[src/hw/spi_shifter_defs.svh]
// constants for the serial peripheral shifter
`ifndef SPI_SHIFTER_DEFS_SVH
`define SPI_SHIFTER_DEFS_SVH
`define SPI_BITS 4'h8
`define SPI_LAST_EDGE 5'h10
`define SPI_DIV_W 8
`define SPI_DIV_DEFAULT 8'h03
`define SPI_DATA_RESET 8'h00
`endif

[src/hw/spi_shifter_pkg.sv]
// types shared by the serial peripheral shifter
package spi_shifter_pkg;
   typedef struct packed {
      logic master_mode;
      logic clock_polarity;
      logic clock_phase;
      logic lsb_first_enable;
   } spi_cfg_t;
   typedef enum logic [1:0] {st_idle, st_lead, st_shift} spi_state_t;
endpackage
[src/hw/serial_peripheral_shifter.sv]
// byte-wide serial peripheral port, master or slave, double buffered
`timescale 1ns/1ps
`include "spi_shifter_defs.svh"
module serial_peripheral_shifter (
   input wire logic clk,
   input wire logic rst_b,
   input wire spi_shifter_pkg::spi_cfg_t cfg,
   input wire logic [`SPI_DIV_W-1:0] half_period,
   input wire logic data_write,
   input wire logic [7:0] write_data,
   input wire logic data_read,
   output logic [7:0] serial_data_register,
   output logic tx_buffer_empty_flag,
   output logic rx_buffer_full_flag,
   output logic busy,
   input wire logic serial_clock_pin_in,
   output logic serial_clock_pin_out,
   output logic serial_clock_pin_oe,
   input wire logic mosi_in,
   output logic mosi_out,
   output logic mosi_oe,
   input wire logic miso_in,
   output logic miso_out,
   output logic miso_oe,
   input wire logic slave_select_b
);
   logic rst_meta, rst_sync;
   logic sck_meta, sck_sync;
   logic ss_meta, ss_b;
   logic mosi_meta, mosi_s, miso_meta, miso_s;
   logic sck_prev;
   spi_shifter_pkg::spi_state_t state;
   logic [7:0] tx_buf, shifter;
   logic [4:0] edge_cnt;
   logic [`SPI_DIV_W-1:0] div_cnt;
   logic tick, sck_int, start, sck_edge;
   logic lead_edge, trail_edge, sample_edge, shift_edge, done;
   logic in_bit, out_bit;
   logic [7:0] rx_byte;
   logic [3:0] sample_cnt;

   // reset released through two flops
   always_ff @(posedge clk or negedge rst_b) begin
      if (!rst_b) begin
         rst_meta <= 1'b0;
         rst_sync <= 1'b0;
      end else begin
         rst_meta <= 1'b1;
         rst_sync <= rst_meta;
      end
   end

   // pin synchronisers; first stage is read only by the second
   always_ff @(posedge clk or negedge rst_sync) begin
      if (!rst_sync) begin
         sck_meta <= 1'b0;
         sck_sync <= 1'b0;
         ss_meta <= 1'b1;
         ss_b <= 1'b1;
      end else begin
         sck_meta <= serial_clock_pin_in;
         sck_sync <= sck_meta;
         ss_meta <= slave_select_b;
         ss_b <= ss_meta;
      end
   end

   always_ff @(posedge clk or negedge rst_sync) begin
      if (!rst_sync) begin
         mosi_meta <= 1'b0;
         mosi_s <= 1'b0;
         miso_meta <= 1'b0;
         miso_s <= 1'b0;
         sck_prev <= 1'b0;
      end else begin
         mosi_meta <= mosi_in;
         mosi_s <= mosi_meta;
         miso_meta <= miso_in;
         miso_s <= miso_meta;
         sck_prev <= sck_sync;
      end
   end

   // bit picked from the shifter end that matches the bit order
   function automatic logic pick_bit(input logic [7:0] v, input logic lsb);
      pick_bit = lsb ? v[0] : v[7];
   endfunction

   // one sampled bit entering the shifter at the end opposite the sent bit
   function automatic logic [7:0] shift_in(input logic [7:0] v,
                                          input logic b,
                                          input logic lsb);
      shift_in = lsb ? {b, v[7:1]} : {v[6:0], b};
   endfunction

   // half-period tick for master clock generation; the input
   // synchroniser costs two clocks, so half_period below 2 samples stale
   always_ff @(posedge clk or negedge rst_sync) begin
      if (!rst_sync) begin
         div_cnt <= '0;
      end else if (state == spi_shifter_pkg::st_idle || tick) begin
         div_cnt <= '0;
      end else begin
         div_cnt <= div_cnt + 1'b1;
      end
   end
   assign tick = cfg.master_mode && state != spi_shifter_pkg::st_idle &&
                 div_cnt >= half_period;

   // edge source: own tick as master, pin edge as slave while selected
   assign sck_edge = cfg.master_mode ? tick :
                     (!ss_b && (sck_sync != sck_prev));
   // edges counted 1..16; odd edges lead, even edges trail
   assign lead_edge = sck_edge && !edge_cnt[0] &&
                      state == spi_shifter_pkg::st_shift;
   assign trail_edge = sck_edge && edge_cnt[0] &&
                       state == spi_shifter_pkg::st_shift;
   // phase 0 samples on leading edge, phase 1 on trailing edge
   assign sample_edge = cfg.clock_phase ? trail_edge : lead_edge;
   assign shift_edge = cfg.clock_phase ? lead_edge : trail_edge;
   assign done = trail_edge && edge_cnt == `SPI_LAST_EDGE - 5'h1;
   // sample the partner's line for our role
   assign in_bit = cfg.master_mode ? miso_s : mosi_s;
   // phase 1 takes its last sample on the closing edge itself, so the
   // byte handed over must already hold that bit
   assign rx_byte = cfg.clock_phase ?
                    shift_in(shifter, in_bit, cfg.lsb_first_enable) :
                    shifter;
   // master start needs a queued byte; slave start also needs select low
   assign start = !tx_buffer_empty_flag &&
                  (cfg.master_mode || !ss_b);

   // transfer sequencer
   always_ff @(posedge clk or negedge rst_sync) begin
      if (!rst_sync) begin
         state <= spi_shifter_pkg::st_idle;
         edge_cnt <= 5'h0;
      end else begin
         case (state)
            spi_shifter_pkg::st_idle: begin
               edge_cnt <= 5'h0;
               if (start) begin
                  state <= spi_shifter_pkg::st_shift;
               end
            end
            spi_shifter_pkg::st_shift: begin
               if (!cfg.master_mode && ss_b) begin
                  // select lost mid-byte: abandon the transfer
                  state <= spi_shifter_pkg::st_idle;
               end else if (done) begin
                  edge_cnt <= 5'h0;
                  // phase 0 slave waits for select to rise again
                  if (start && (cfg.master_mode || cfg.clock_phase)) begin
                     state <= spi_shifter_pkg::st_shift;
                  end else begin
                     state <= spi_shifter_pkg::st_lead;
                  end
               end else if (sck_edge) begin
                  edge_cnt <= edge_cnt + 5'h1;
               end
            end
            default: begin
               // slave phase 0 gap: needs select high then low
               if (cfg.master_mode || cfg.clock_phase || ss_b) begin
                  state <= spi_shifter_pkg::st_idle;
               end
            end
         endcase
      end
   end

   // shift register: load, sample into it, rotate out on shift edge
   always_ff @(posedge clk or negedge rst_sync) begin
      if (!rst_sync) begin
         shifter <= `SPI_DATA_RESET;
         out_bit <= 1'b0;
      end else if ((state == spi_shifter_pkg::st_idle ||
                   (done && cfg.master_mode) ||
                   (done && cfg.clock_phase)) && start) begin
         shifter <= tx_buf;
         out_bit <= pick_bit(tx_buf, cfg.lsb_first_enable);
      end else if (sample_edge) begin
         // bit enters at the end opposite the one being sent
         shifter <= shift_in(shifter, in_bit,
                             cfg.lsb_first_enable);
      end else if (shift_edge) begin
         // phase 1 edge one re-presents the loaded first bit
         out_bit <= pick_bit(shifter, cfg.lsb_first_enable);
      end
   end

   // transmit buffer: one byte queued while another shifts
   always_ff @(posedge clk or negedge rst_sync) begin
      if (!rst_sync) begin
         tx_buf <= `SPI_DATA_RESET;
         tx_buffer_empty_flag <= 1'b1;
      end else if (data_write && tx_buffer_empty_flag) begin
         tx_buf <= write_data;
         tx_buffer_empty_flag <= 1'b0;
      end else if (start && (state == spi_shifter_pkg::st_idle ||
                   (done && (cfg.master_mode || cfg.clock_phase)))) begin
         tx_buffer_empty_flag <= 1'b1;
      end
   end

   // receive buffer; an unread byte is kept and the new one dropped
   always_ff @(posedge clk or negedge rst_sync) begin
      if (!rst_sync) begin
         serial_data_register <= `SPI_DATA_RESET;
         rx_buffer_full_flag <= 1'b0;
      end else if (done && !rx_buffer_full_flag) begin
         serial_data_register <= rx_byte;
         rx_buffer_full_flag <= 1'b1;
      end else if (data_read) begin
         // a set in the same cycle wins, as the branch above comes first
         rx_buffer_full_flag <= 1'b0;
      end
   end

   // master clock level: idles at polarity, toggles each tick
   always_ff @(posedge clk or negedge rst_sync) begin
      if (!rst_sync) begin
         sck_int <= 1'b0;
      end else if (state != spi_shifter_pkg::st_shift) begin
         sck_int <= 1'b0;
      end else if (tick) begin
         sck_int <= ~sck_int;
      end
   end

   // pin drivers; polarity only inverts the clock
   assign serial_clock_pin_out = sck_int ^ cfg.clock_polarity;
   assign serial_clock_pin_oe = cfg.master_mode;
   assign mosi_out = out_bit;
   assign mosi_oe = cfg.master_mode;
   assign miso_out = out_bit;
   assign miso_oe = !cfg.master_mode && !ss_b;
   assign busy = state != spi_shifter_pkg::st_idle;

   // independent count of samples in the current byte, for checking
   always_ff @(posedge clk or negedge rst_sync) begin
      if (!rst_sync) begin
         sample_cnt <= 4'h0;
      end else if (state != spi_shifter_pkg::st_shift || done) begin
         sample_cnt <= 4'h0;
      end else if (sample_edge) begin
         sample_cnt <= sample_cnt + 4'h1;
      end
   end
endmodule

[config.mk]
export PLATFORM = sky130hd
export DESIGN_NAME = serial_peripheral_shifter
export DESIGN_NICKNAME = d
export VERILOG_FILES = /design/src/hw/spi_shifter_pkg.sv /design/src/hw/serial_peripheral_shifter.sv
export VERILOG_INCLUDE_DIRS = /design/src /design/src/hw
export SDC_FILE = /design/constraint.sdc
export NUM_CORES = 1
export LEC_CHECK = 0
export ABC_AREA = 1
export BUFFER_PORTS_ARGS = -buffer_cell sky130_fd_sc_hd__buf_2
export CAP_MARGIN = 25
export CORE_ASPECT_RATIO = 0.6
export CORE_MARGIN = 5
export CORE_UTILIZATION = 30
export CTS_CLUSTER_DIAMETER = 40
export CTS_CLUSTER_SIZE = 30
export DETAILED_ROUTE_END_ITERATION = 12
export GPL_TIMING_DRIVEN = 1
export HOLD_SLACK_MARGIN = 0.15
export PLACE_DENSITY = 0.57
export SLEW_MARGIN = 15
export SYNTH_ARGS = -nofsm -noshare
export SYNTH_HDL_FRONTEND = slang
export SYNTH_SLANG_ARGS = --single-unit
[constraint.sdc]
create_clock -name clk -period 4.5 [get_ports clk]
set_clock_uncertainty 0.2 [all_clocks]
set_input_delay 0.225 -clock clk [delete_from_list [all_inputs] [get_ports clk]]
set_output_delay 0.225 -clock clk [all_outputs]
set_load 0.03 [all_outputs]
==> out/metrics.csv <==
stage;metric;value;unit
finish;seqCellArea;1356;um^2
finish;multi_input_area;1229;um^2
clock_network;clkTransAtPathRegs;0.07;ns
timing;setup_viol;0;
global_route;grt.overflow.total;0;
routing;viasPerCell;4.459;
floorplanning;start_util;30.65;%
synth;ys_seq_area_share;48.28;%
clock_network;cts_buffers;5;
place;gp_congestion;0.7966;
setup_path;endpoint_kind;flip-flop;
power_and_ir_drop;powerDensity;476.1;nW/um^2
routing;first_pass_iters;4;
power_and_ir_drop;vdd_drop_max;0.2135;mV
clock_network;cts_htree_levels;2;
clock_network;cts_setup_buffers;0;
place;dpl.hpwl;5.070;mm
synth;ys_ff_latch;54;
timing;fin_crit_sh;49.76;%
synth;synth_cells;327;
synth;syn_nets;365;
run;drv_cap;0;
routing;routed_wl;6.502;mm
min_path;hold_class;flip-flop to flip-flop;
clock_network;cts_tree;built;
clock_network;insertion_delay;0.30;ns
setup_path;crit_start;div_cnt[7]$_DFF_PN0_;
finish;synthToLayoutAreaGrowth;24.16;%
global_route;grt_antenna_before_repair;0;
place;portBuffers;44;
setup_path;reg2reg_from;div_cnt[7]$_DFF_PN0_;
clock_network;clockRootBuffer;clkbuf_16;
routing;antenna_left;0;
timing;hold_viol;0;
synth;yosys_warnings;0;
setup_path;reg2reg_depth;12;
setup_path;path_class;flip-flop to flip-flop;
min_path;min_path_cells;0;
setup_path;path_max_fanout;18;
setup_path;worstPathArrival;2.22;ns
finish;finalNetCount;426;
floorplanning;die-area;11450;um^2
synth;yosysUniqueCellTypes;37;
floorplanning;num_rows;27;
timing;maxSlewViolCount;0;
routing;drt_iter0_drc;143;
global_route;grt_pass1_vias;2201;
floorplanning;coreArea;9155;um^2
routing;post_drt_wl_per_cell;12.53;um
finish;final_cell_mix;nand2_1, dfrtp_1, buf_2, nor2_1, inv_1;
timing;rsz0062_at_grt;no;
timing;min_period;2.239;ns
routing;drc;0;
global_route;track_usage;12.39;%
setup_path;required;4.48;ns
finish;final_common_cell;nand2_1;
min_path;hold_path.startpoint;rst_meta$_DFF_PN0_;
synth;netlist_area;2806;um^2
floorplanning;die_h;84.92;um
synth;syn_avg_cell_area;8.582;um^2
global_route;grt_max_degree;32;
floorplanning;pin_count;45;
clock_network;holdBufCountCts;19;
floorplanning;die_w;134.9;um
clock_network;clockBufferDepth;2;
clock_network;clock_sinks;54;
timing;fin_tns_setup;0;ns
setup_path;start_kind;flip-flop;
timing;fmax;446.6;MHz
global_route;grt_pass1_wl;11.39;mm
outcome;status;complete, no violations;
finish;antennaDiodeCount;0;
routing;vias;2314;
finish;n_fill_cell;962;
power_and_ir_drop;p_leak;1.745;nW
finish;drive_above_1_share;19.79;%
clock_network;cts_resized;0;
timing;holdWs;0.1532;ns
## worst paths after layout
kind / endpoint / slack, ns
worst min register to register: rst_sync$_DFF_PN0_ / 0.15
worst min-delay path: rst_sync$_DFF_PN0_ / 0.15
max in group asynchronous: tx_buffer_empty_flag$_DFFE_PN1P_ / 3.13
worst max register to register: miso_out$_DFFE_PN0P_ / 2.26
min in group asynchronous: div_cnt[0]$_DFF_PN0_ / 0.47
worst max-delay path: miso_out$_DFFE_PN0P_ / 2.26
## stage by stage
| step | power (mW) | util (%) | setup WS (ns) | std cells | instance area, um^2 |
|---|---|---|---|---|---|
| global placement | 1.187 | 33.93 | 2.358 | 491 | 3107 |
| floorplan | 1.067 | - | 2.524 | 327 | 2806 |
| finish | 1.659 | 38.06 | 2.261 | 519 | 3485 |
| CTS | 1.674 | 37.90 | 2.235 | 518 | 3470 |
| global route | 1.796 | 38.06 | 2.055 | 519 | 3485 |
| detailed placement | 1.198 | 33.93 | 2.244 | 491 | 3107 |
## sequential cells by signal, summed over array words and instances, names as in the netlist
signal,cells
edge_cnt,5
ss_meta,1
mosi_meta,1
tx_buf,8
tx_buffer_empty_flag,1
miso_s,1
rx_buffer_full_flag,1
sck_sync,1
sck_prev,1
rst_meta,1
shifter,8
ss_b,1
miso_meta,1
miso_out,1
state,2
div_cnt,8
sck_int,1
rst_sync,1
serial_data_register,8
mosi_s,1
sck_meta,1
## where the power goes
group / switching, mW / total [mW] / internal (mW)
Clock: 0.184 / 0.450 / 0.266
Combinational: 0.351 / 0.526 / 0.175
Sequential: 0.0933 / 0.683 / 0.590
Total: 0.629 / 1.66 / 1.03
## synthesized netlist by cell type (all sizes together)
library cell,count,share of area (%)
ha,10,4.5
nor3b,2,0.53
nand3,20,4.5
clkinv,1,0.13
mux2,1,0.40
mux2i,1,0.36
xnor2,2,0.62
dfstp,3,2.8
inv,34,4.5
a21oi,9,1.7
conb,1,0.13
o21ai,16,3.0
nor3,2,0.36
nand4,18,4.0
nand2,88,13
nor2,41,5.8
dfrtp,51,45
buf,9,2.6
a21o,1,0.27
clkbuf,2,0.62
nor4,1,0.76
xor2,4,1.2
and3,1,0.22
or2,1,0.22
o31ai,8,2.3
## area by class of cell
class	instances	share of cell area, %
flip-flops and latches	54	38.92
inverters	35	3.770
repair buffers	65	12.42
clock buffers	5	3.591
multi-input cells	227	35.26
clock inverters	3	1.364
well taps	130	4.668
## cells by family after synthesis
| kind of cell | count (synthesis) | synth area share (%) |
|---|---|---|
| other cells | 1 | 0.1336 |
| mux | 2 | 0.7579 |
| buf+inv | 46 | 7.935 |
| xor+xnor | 6 | 1.872 |
| fa+ha+maj | 10 | 4.458 |
| compound gates | 34 | 7.312 |
| simple gates | 174 | 29.25 |
| flops | 54 | 48.28 |
## critical path, cell delays in order (launching register included)
cell	delay [ns]
dfrtp_1	0.40
ha_1	0.30
nand2_1	0.09
nor2_2	0.13
nand4_1	0.08
nand3_1	0.11
nand2_2	0.09
nand2_4	0.14
nand3_4	0.20
nand2_4	0.20
inv_1	0.07
nand2_1	0.06
nand3_1	0.06
## layer usage
layer	wire length, um	vias to the layer above	GRT usage (%)
met5	0	-	0
met4	50	0	3.050
met3	332	5	3.495
met2	2472	48	15.78
met1	3646	1078	19.92
li1	-	1183	-
No activity file was read; power rests on OpenSTA's default activity.
